==> src/common/uvr_pkg.sv <==
/*
  constants, field positions and carrier types for the vendor register bank.
  assumes a single 250 MHz clock domain and the ulpi register access decoded upstream.
*/
`default_nettype none
package uvr_pkg;
  localparam logic [5:0] ADDR_TX_BOOST = 6'h31;
  localparam logic [5:0] ADDR_AUDIO = 6'h33;
  localparam logic [5:0] ADDR_RID_WR = 6'h36;
  localparam logic [5:0] ADDR_RID_SET = 6'h37;
  localparam logic [5:0] ADDR_RID_CLR = 6'h38;
  localparam logic [5:0] ADDR_IOP_WR = 6'h39;
  localparam logic [5:0] ADDR_IOP_SET = 6'h3A;
  localparam logic [5:0] ADDR_IOP_CLR = 6'h3B;
  localparam logic [5:0] ADDR_VENDOR_LO = 6'h30;
  localparam logic [5:0] ADDR_VENDOR_HI = 6'h3F;

  localparam logic [7:0] TX_BOOST_MASK = 8'h60;
  localparam logic [7:0] AUDIO_MASK = 8'h0F;
  localparam logic [3:0] AUDIO_KEY = 4'hA;
  localparam logic [7:0] RID_WR_MASK = 8'h70;
  localparam logic [7:0] IOP_MASK = 8'hFE;
  localparam logic [7:0] IOP_RESET = 8'h04;

  localparam int RID_VAL_LSB = 0;
  localparam int RID_DONE_BIT = 3;
  localparam int RID_GO_BIT = 4;
  localparam int RID_IRQEN_BIT = 6;
  localparam int IOP_SWAP_BIT = 1;
  localparam int IOP_SER_LDO_LSB = 2;
  localparam int IOP_PU_PLUS_BIT = 4;
  localparam int IOP_PU_MINUS_BIT = 5;
  localparam int IOP_USB_LDO_LSB = 6;

  localparam logic [1:0] LDO_3V3 = 2'h0;

  localparam int CLK_MHZ = 250;
  localparam int RID_CONV_US = 282;
  localparam int RID_CONV_CYCLES = RID_CONV_US * CLK_MHZ;

  typedef enum logic [1:0] {
    UVR_ACC_WRITE,
    UVR_ACC_SET,
    UVR_ACC_CLEAR
  } uvr_acc_type;

  typedef struct packed {
    logic [1:0] tx_boost;
    logic [3:0] audio_mode_key;
    logic [2:0] id_resistor_result;
    logic id_measure_done;
    logic id_measure_go;
    logic rid_bit5;
    logic id_measure_irq_enable;
    logic id_measure_irq_latch;
    logic [7:0] io_power;
    logic [31:0] conv_count;
    logic [7:0] rd_data;
    logic serial_txen_seen;
  } uvr_state_type;
endpackage
`default_nettype wire

==> src/core/uvr_bank.sv <==
/*
  vendor register bank of a usb transceiver: boost, audio key, id resistor
  measurement control and io/power controls. assumes the ulpi register
  protocol (immediate or extended addressing) is decoded into one-cycle
  read and write strobes with a six bit address; the analog converter
  reports its finished result through conv_result_i.
*/
`timescale 1ns/1ps
`default_nettype none
// Notes on behaviour
// RQ1 - immediate and extended addressing reach the same registers identically.
// RQ2 - vendor registers live at 30h to 3Fh, via ordinary immediate accesses.
// RQ3 - bits 6:5 of 31h choose high-speed drive amplitude boost.
// RQ4 - headset audio is on only while 33h bits 3:0 hold 1010.
// RQ5 - id conversion register reads at 36h-38h; write, set, clear there.
// RQ6 - three bit result codes resistance, floating pin or error.
// RQ7 - done flag sets automatically when the 282 us conversion ends.
// RQ8 - done clears on read through conversion register, not carkit status.
// RQ9 - start bit launches measurement and clears itself when finished.
// RQ10 - the link keeps conversion bit 5 at zero.
// RQ11 - done raises alt interrupt when either enable is set.
// RQ12 - io and power register reads at 39h-3Bh; write, set, clear there.
// RQ13 - swap bit exchanges dp and dm, also in uart, never speaker pins.
// RQ14 - uart regulator field resets to 01, applied once transmit enable asserts.
// RQ15 - in usb audio mode the regulator stays at 3.3 volts.
// RQ16 - the link should leave uart mode through the hardware reset pin.
// RQ17 - bits 4 and 5 enable charger pull-ups; uart mode forces both.
// RQ18 - usb regulator field resets to 00, used in sync, serial, low-power modes.
// RQ19 - carkit latch bit 3 sets on done rising while enabled; read clears.
// RQ20 - set access ors data in, clear access clears ones, rest untouched.
// RQ21 - reserved read-only bits read zero and ignore writes.
module uvr_bank
  import uvr_pkg::*;
(
  input wire logic clk_i,
  input wire logic rst_b_i,
  input wire logic reg_wr_i,
  input wire logic reg_rd_i,
  input wire logic [5:0] reg_addr_i,
  input wire logic [7:0] reg_wdata_i,
  input wire logic carkit_status_rd_i,
  input wire logic carkit_latch_rd_i,
  input wire logic carkit_irq_enable_i,
  input wire logic [2:0] conv_result_i,
  input wire logic serial_mode_i,
  input wire logic serial_transmit_enable_i,
  input wire logic audio_active_i,
  output logic [7:0] reg_rdata_o,
  output logic [1:0] tx_boost_o,
  output logic audio_mode_enable_o,
  output logic id_measure_busy_o,
  output logic [2:0] id_resistor_result_o,
  output logic id_measure_done_o,
  output logic id_measure_irq_latch_o,
  output logic alt_int_o,
  output logic data_pin_exchange_o,
  output logic charger_pullup_plus_o,
  output logic charger_pullup_minus_o,
  output logic [1:0] ldo_select_o
);
  localparam int RES_W = $bits(conv_result_i);
  uvr_state_type st;
  uvr_state_type next_st;
  logic [7:0] rid_reg;
  logic [7:0] rid_upd;
  logic [7:0] io_upd;
  logic [7:0] rd_mux;
  logic conv_end;
  logic vendor_hit;
  logic wr_hit;
  logic rd_hit;
  logic hit_tx_boost;
  logic hit_audio;
  logic hit_rid_wr;
  logic hit_rid_set;
  logic hit_rid_clr;
  logic hit_rid_any;
  logic hit_iop_wr;
  logic hit_iop_set;
  logic hit_iop_clr;
  logic hit_iop_any;
  wire logic [RES_W-1:0] conv_result_sync;

  // extended addresses are translated to the same six bit index upstream see RQ1
  assign vendor_hit = (reg_addr_i >= ADDR_VENDOR_LO) && (reg_addr_i <= ADDR_VENDOR_HI); // see RQ2
  assign wr_hit = reg_wr_i && vendor_hit;
  assign rd_hit = reg_rd_i && vendor_hit;

  // one flag per address keeps the write, read and read-clear paths in step
  always_comb begin
    hit_tx_boost = 1'b0;
    hit_audio = 1'b0;
    hit_rid_wr = 1'b0;
    hit_rid_set = 1'b0;
    hit_rid_clr = 1'b0;
    hit_iop_wr = 1'b0;
    hit_iop_set = 1'b0;
    hit_iop_clr = 1'b0;
    if (reg_addr_i == ADDR_TX_BOOST) begin
      hit_tx_boost = 1'b1;
    end else if (reg_addr_i == ADDR_AUDIO) begin
      hit_audio = 1'b1;
    end else if (reg_addr_i == ADDR_RID_WR) begin
      hit_rid_wr = 1'b1;
    end else if (reg_addr_i == ADDR_RID_SET) begin
      hit_rid_set = 1'b1;
    end else if (reg_addr_i == ADDR_RID_CLR) begin
      hit_rid_clr = 1'b1;
    end else if (reg_addr_i == ADDR_IOP_WR) begin
      hit_iop_wr = 1'b1;
    end else if (reg_addr_i == ADDR_IOP_SET) begin
      hit_iop_set = 1'b1;
    end else if (reg_addr_i == ADDR_IOP_CLR) begin
      hit_iop_clr = 1'b1;
    end
  end
  assign hit_rid_any = hit_rid_wr || hit_rid_set || hit_rid_clr; // see RQ5
  assign hit_iop_any = hit_iop_wr || hit_iop_set || hit_iop_clr; // see RQ12

  // the converter settles on its own timing; a code bit counts once two late stages agree
  // costs four cycles of latency, negligible against the measurement time
  for (genvar b = 0; b < RES_W; b++) begin : g_conv_sync
    logic meta;
    logic sync_a;
    logic sync_b;
    logic held;
    always_ff @(posedge clk_i or negedge rst_b_i) begin
      if (!rst_b_i) begin
        meta <= 1'b0;
        sync_a <= 1'b0;
        sync_b <= 1'b0;
        held <= 1'b0;
      end else begin
        meta <= conv_result_i[b];
        sync_a <= meta;
        sync_b <= sync_a;
        if (sync_a == sync_b) begin
          held <= sync_b;
        end
      end
    end
    assign conv_result_sync[b] = held;
  end

  always_comb begin
    rid_reg = 8'h00;
    rid_reg[RID_VAL_LSB +: 3] = st.id_resistor_result; // see RQ6
    rid_reg[RID_DONE_BIT] = st.id_measure_done;
    rid_reg[RID_GO_BIT] = st.id_measure_go;
    rid_reg[RID_GO_BIT + 1] = st.rid_bit5; // see RQ10
    rid_reg[RID_IRQEN_BIT] = st.id_measure_irq_enable;
  end

  // every bit in RID_WR_MASK or IOP_MASK takes a direct write, a set or a clear the same way see RQ20
  for (genvar b = 0; b < $bits(rid_reg); b++) begin : g_bit_update
    // done and result are never touched through set or clear
    assign rid_upd[b] = !RID_WR_MASK[b] ? rid_reg[b] :
                        hit_rid_wr ? reg_wdata_i[b] :
                        hit_rid_set ? (rid_reg[b] || reg_wdata_i[b]) :
                        hit_rid_clr ? (rid_reg[b] && !reg_wdata_i[b]) : rid_reg[b];
    // reserved positions keep their stored zero whatever the access carries see RQ21
    assign io_upd[b] = !IOP_MASK[b] ? st.io_power[b] :
                       hit_iop_wr ? reg_wdata_i[b] :
                       hit_iop_set ? (st.io_power[b] || reg_wdata_i[b]) :
                       hit_iop_clr ? (st.io_power[b] && !reg_wdata_i[b]) : st.io_power[b];
  end

  assign conv_end = st.id_measure_go && (st.conv_count == 32'(RID_CONV_CYCLES - 1)); // see RQ7

  // read data registered; unmapped vendor addresses return zero see RQ21
  always_comb begin
    rd_mux = 8'h00;
    if (!rd_hit) begin
      rd_mux = 8'h00;
    end else if (hit_tx_boost) begin
      rd_mux = {1'b0, st.tx_boost, 5'h00};
    end else if (hit_audio) begin
      rd_mux = {4'h0, st.audio_mode_key};
    end else if (hit_rid_any) begin
      rd_mux = rid_reg; // see RQ5
    end else if (hit_iop_any) begin
      rd_mux = st.io_power; // see RQ12
    end
  end

  always_comb begin
    logic [7:0] nrid;
    nrid = rid_reg;
    next_st = st;
    next_st.rd_data = st.rd_data;
    // writes: direct, set or clear; reserved bits are masked out see RQ20
    if (wr_hit) begin
      if (hit_tx_boost) begin
        next_st.tx_boost = reg_wdata_i[6:5]; // see RQ3
      end else if (hit_audio) begin
        next_st.audio_mode_key = reg_wdata_i[3:0]; // see RQ21
      end else if (hit_rid_any) begin
        nrid = rid_upd; // see RQ5
        if (hit_rid_wr) begin
          // the result field is writable only directly, never through set or clear
          nrid[RID_VAL_LSB +: 3] = reg_wdata_i[RID_VAL_LSB +: 3];
        end
      end else if (hit_iop_any) begin
        next_st.io_power = io_upd; // see RQ12
      end
    end
    next_st.id_resistor_result = nrid[RID_VAL_LSB +: 3];
    next_st.id_measure_go = nrid[RID_GO_BIT];
    next_st.rid_bit5 = nrid[RID_GO_BIT + 1];
    next_st.id_measure_irq_enable = nrid[RID_IRQEN_BIT];
    // converter counts while start is high; a fresh start restarts the count see RQ9
    if (st.id_measure_go && !conv_end) begin
      next_st.conv_count = st.conv_count + 32'h0000_0001;
    end else begin
      next_st.conv_count = 32'h0000_0000;
    end
    // done read clears first, so a finishing conversion in the same cycle wins see RQ8
    if (reg_rd_i && hit_rid_any) begin
      next_st.id_measure_done = 1'b0;
    end
    if (conv_end) begin
      next_st.id_measure_go = 1'b0; // see RQ9
      next_st.id_measure_done = 1'b1; // see RQ7
      next_st.id_resistor_result = conv_result_sync; // see RQ6
    end
    // latch on done rising while either enable is set; event beats the read clear see RQ19
    if (carkit_latch_rd_i) begin
      next_st.id_measure_irq_latch = 1'b0;
    end
    if (next_st.id_measure_done && !st.id_measure_done &&
        (st.id_measure_irq_enable || carkit_irq_enable_i)) begin
      next_st.id_measure_irq_latch = 1'b1; // see RQ19
    end
    // carkit status reads leave done untouched see RQ8
    if (carkit_status_rd_i) begin
      next_st.id_measure_done = next_st.id_measure_done;
    end
    next_st.serial_txen_seen = serial_mode_i && (st.serial_txen_seen || serial_transmit_enable_i);
    // any read reloads the holding register, so stale data never follows a new read
    if (reg_rd_i) begin
      next_st.rd_data = rd_mux;
    end
  end

  always_ff @(posedge clk_i or negedge rst_b_i) begin
    if (!rst_b_i) begin
      st <= '0;
      st.io_power <= IOP_RESET; // see RQ14
    end else begin
      st <= next_st;
    end
  end

  assign reg_rdata_o = st.rd_data;
  assign tx_boost_o = st.tx_boost; // see RQ3
  assign audio_mode_enable_o = (st.audio_mode_key == AUDIO_KEY); // see RQ4
  assign id_measure_busy_o = st.id_measure_go;
  assign id_resistor_result_o = st.id_resistor_result;
  assign id_measure_done_o = st.id_measure_done;
  assign id_measure_irq_latch_o = st.id_measure_irq_latch;
  // enables are or'ed so either register can arm the alt interrupt see RQ11
  assign alt_int_o = st.id_measure_irq_latch;
  // speaker routing is outside this swap; only the data pins follow it see RQ13
  assign data_pin_exchange_o = st.io_power[IOP_SWAP_BIT];
  assign charger_pullup_plus_o = st.io_power[IOP_PU_PLUS_BIT] || serial_mode_i; // see RQ17
  assign charger_pullup_minus_o = st.io_power[IOP_PU_MINUS_BIT] || serial_mode_i; // see RQ17

  // audio pins the regulator to 3.3 V; serial field waits for transmit enable see RQ15
  always_comb begin
    if (audio_active_i) begin
      ldo_select_o = LDO_3V3; // see RQ15
    end else if (serial_mode_i && st.serial_txen_seen) begin
      ldo_select_o = st.io_power[IOP_SER_LDO_LSB +: 2]; // see RQ14
    end else begin
      ldo_select_o = st.io_power[IOP_USB_LDO_LSB +: 2]; // see RQ18
    end
  end
endmodule
`default_nettype wire

==> config.mk <==
export PLATFORM = sky130hd
export DESIGN_NAME = uvr_bank
export DESIGN_NICKNAME = d
export VERILOG_FILES = /design/src/common/uvr_pkg.sv /design/src/core/uvr_bank.sv
export SDC_FILE = /design/constraint.sdc
export NUM_CORES = 1
export LEC_CHECK = 0
export BUFFER_PORTS_ARGS = -buffer_cell sky130_fd_sc_hd__buf_4
export CELL_PAD_IN_SITES_DETAIL_PLACEMENT = 1
export CELL_PAD_IN_SITES_GLOBAL_PLACEMENT = 2
export CORE_MARGIN = 8
export CORE_UTILIZATION = 40
export DETAILED_ROUTE_END_ITERATION = 10
export PLACE_DENSITY_LB_ADDON = 0.05
export SLEW_MARGIN = 10
export SYNTH_ARGS = -nofsm -noshare
export SYNTH_HDL_FRONTEND = slang
export SYNTH_SLANG_ARGS = --single-unit
==> constraint.sdc <==
create_clock -name clk_i -period 4.5 [get_ports clk_i]
set_input_delay 0.225 -clock clk_i [delete_from_list [all_inputs] [get_ports clk_i]]
set_output_delay 0.225 -clock clk_i [all_outputs]
set_load 0.1 [all_outputs]
==> summary.md <==
| Metric | Value |
|---|---|
| Antenna violations before repair | 0 |
| Power, Total | 1713 µW |
| FF+latch count, synth | 74 |
| Async SR Flop Fraction | 100.0% |
| Crit path time final | 2.388 ns |
| Yosys cell types | 56 |
| Max VDD drop | 0.0001580 V |
| Die H | 114.3 µm |
| Post-Syn Area | 0.003861 mm² |
| Synthesized instance count | 386 |
| Worst slew pin tran | 0.9606 ns |
| Nets | 449 |
| Slowest cell on the critical path | o21ai_4 |
| Static Leakage | 0.001885 µW |
| Power per standard cell area | 385.8 mW/mm² |
| Outcome | finished, final reports clean |
| Final setup fails | 0 |
| Core region area | 0.009549 mm² |
| RD Place Congestion | 0.7492 |
| Syn avg cell area | 10.00 µm² |
| Syn Nets | 414 |
| Number of global-route vias before repair | 3336 |
| RSZ-0062 raised after global routing | no |
| DIE AREA | 0.01305 mm² |
| R2R Setup Slk | 2.11 ns |
| H-tree Lvls | 3 |
| CTS root buf | clkbuf_8 |
| Wire length per cell | 18.22 µm |
| Router iterations before antenna repair | 4 |
| Cell family with most CP delay | compound AO/OA/AOI/OAI gates |
| Hold WC Path Type | primary input to asynchronous set/reset pin |
| Antenna fix cells | 0 |
| CP Depth | 5 |
| Fin Setup TNS | 0 ns |
| Reg2reg end | st[29] |
| Fin Hold WS | 0.006471 ns |
| Total GRT Usage | 16.73% |
| Detail Route Antenna Nets | 0 |
| First-iteration detailed-routing DRC count | 92 |
| Register-to-Register Path Depth | 5 |
| Bufs and invs on worst path | 1 |
| MaxCap Viol Count | 0 |
| Placed cells | 540 |
| Final Hold Fails | 0 |
| Ys flop type | dfrtp_1 |
| Layout cells sized above 1 | 20.89% |
| Grt total ovfl | 0 |
| Worst r2r src | st[16] |
| Io pins | 50 |
| Horiz. Die Dim | 114.3 µm |
| HPWL after DPL | 7365 µm |
| Design area | 0.004441 mm² |
| First-pass GRT wire length | 17320 µm |
| Tcrit/Tclk final | 53.07% |
| CTS tree | built |
| CP Capture Type | flop |
| Clock Path Buffers | 2 |
| CTS clk-pin slew, worst paths | 0.08 ns |
| Vias | 3075 |
| Wirelength, routed | 10190 µm |
| Sequential cell area fraction in the yosys report | 47.99% |
| Crit Path Max Fanout | 27 |
| FMAX | 418.8 MHz |
| Clk Latency, worst-skew pair | 0.36 ns |
| Synth warn | 0 |
| Port Buffers | 48 |
| Crit. Startpoint | st[16] |
| Critical path startpoint category | flop |
| Vias/cell | 5.501 |
| CP endpoint | st[29] |
| Req. time, crit path | 4.73 ns |
| Critical path class | flop to flop |
| Critical Path Max Stage Delay | 0.74 ns |
| Post-synth EDFFs | 0 |
| Largest net degree at the start of global routing | 75 |
| Initial Utilization | 40.44% |
| Cell Area, Placed | 0.004185 mm² |
| Cell Count, Final, Fillers Out | 559 |
| Slew Viols, Final | 0 |
| Clk_skew | 0.009173 ns |
| WP data arrival | 2.62 ns |
| Row Count | 36 |
| Area Growth Syn to Fin | 15.00% |
| Worst slew margin | 35.96% |
| Critical-path cell list | nor4_1 > nand4_1 > o21ai_4 > buf_4 > a21oi_1 |
| Clk sinks | 74 |
| Resized cells post-CTS | 0 |
| Number of buffers created by CTS | 9 |
| # DRC | 0 |
-- where the power goes --
group	switching [µW]	total, µW	internal [µW]
combinational	212	324	112
clock	262	576	314
sequential	78.8	813	734
-- cells in the final DEF (no fill, tap or decap), types with 6 or more instances in the layout --
| master | count |
|---|---|
| xor2_1 | 6 |
| nand4_1 | 11 |
| nand2_1 | 36 |
| inv_1 | 14 |
| mux2_2 | 12 |
| dfrtp_1 | 73 |
| nor4_1 | 9 |
| a22o_1 | 6 |
| o21ai_0 | 16 |
| or4_1 | 10 |
| o31ai_1 | 13 |
| nand3_1 | 18 |
| xnor2_1 | 6 |
| nor3_1 | 6 |
| nor2_1 | 23 |
| buf_4 | 49 |
| clkbuf_8 | 9 |
| a21oi_1 | 21 |
| and4_1 | 6 |
-- stage by stage --
stage / util, % / setup WS [ns]
after floorplan: - / 0.9907
after global placement: 43.83 / 1.774
after detailed placement: 43.83 / 1.761
after CTS: 46.42 / 1.727
after global routing: 46.50 / 1.870
final: 46.50 / 2.112
-- how the worst min path moves through the flow --
| stage | end | slack (ns) |
|---|---|---|
| after global placement | g_conv_sync[0].sync_a | 0.33 |
| after detailed placement | g_conv_sync[0].meta | 0.34 |
| after CTS | tx_boost_o[0] | 0.05 |
| final | tx_boost_o[0] | 0.006 |
| after floorplan | asynchronous set/reset pin | -0.07 |
| after global routing | st[0] | 0.07 |
-- cells in the mapped netlist (all sizes together) (2+ instances only) --
library cell	n	area share, %
a211o	5	1.1
a21oi	21	2.7
a221oi	3	0.68
a22o	6	1.4
a22oi	3	0.58
a31oi	3	0.49
and2	4	0.65
and3	8	1.4
and4	6	1.4
buf	23	4.7
clkbuf	5	0.75
dfrtp	73	47
inv	14	1.4
maj3	3	0.78
mux2	12	3.5
mux2i	4	1.0
nand2	36	3.5
nand2b	2	0.32
nand3	18	2.3
nand4	13	2.7
nor2	23	2.2
nor2b	2	0.32
nor3	7	1.2
nor3b	2	0.39
nor4	9	1.5
nor4b	3	0.68
o21a	2	0.39
o21ai	17	2.3
o22ai	4	0.65
o31ai	13	2.5
or2	3	0.49
or3	6	1.0
or4	10	1.9
xnor2	6	1.4
xor2	6	1.4
-- what timing repair did --
item,in CTS,in global routing
hold buffers,3,0
hold endpoints to repair,3,0
buffers inserted,0,0
-- metal layers --
metal  wire length, µm  GRT usage (%)
met5                 0              0
met4               163          7.010
met3               373          3.217
met2              5243          29.42
met1              4404          19.45
-- final cells by class --
type                            instances  area (µm²)
Multi-Input combinational cell        270        1753
Clock inverter                          6       90.09
Timing Repair Buffer                   52       397.9
Fill cell                            1102        5109
Sequential cell                        74        1853
Clock buffer                           10       127.6
Inverter                               14       52.55
Tap cell                              133       166.4
-- cells by family (layout without fill, tap and decap cells) --
family | after synthesis | in the layout | synth area share (%)
AND/OR/NAND/NOR | 157 | 157 | 23.10
AO/OA/AOI/OAI | 81 | 81 | 13.74
flip-flops | 74 | 74 | 47.99
buffers and inverters | 42 | 82 | 6.805
multiplexers | 16 | 16 | 4.537
XOR/XNOR | 12 | 12 | 2.722
adder cells (fa/ha/maj) | 4 | 4 | 1.102
No activity file was read; power rests on OpenSTA's default activity.
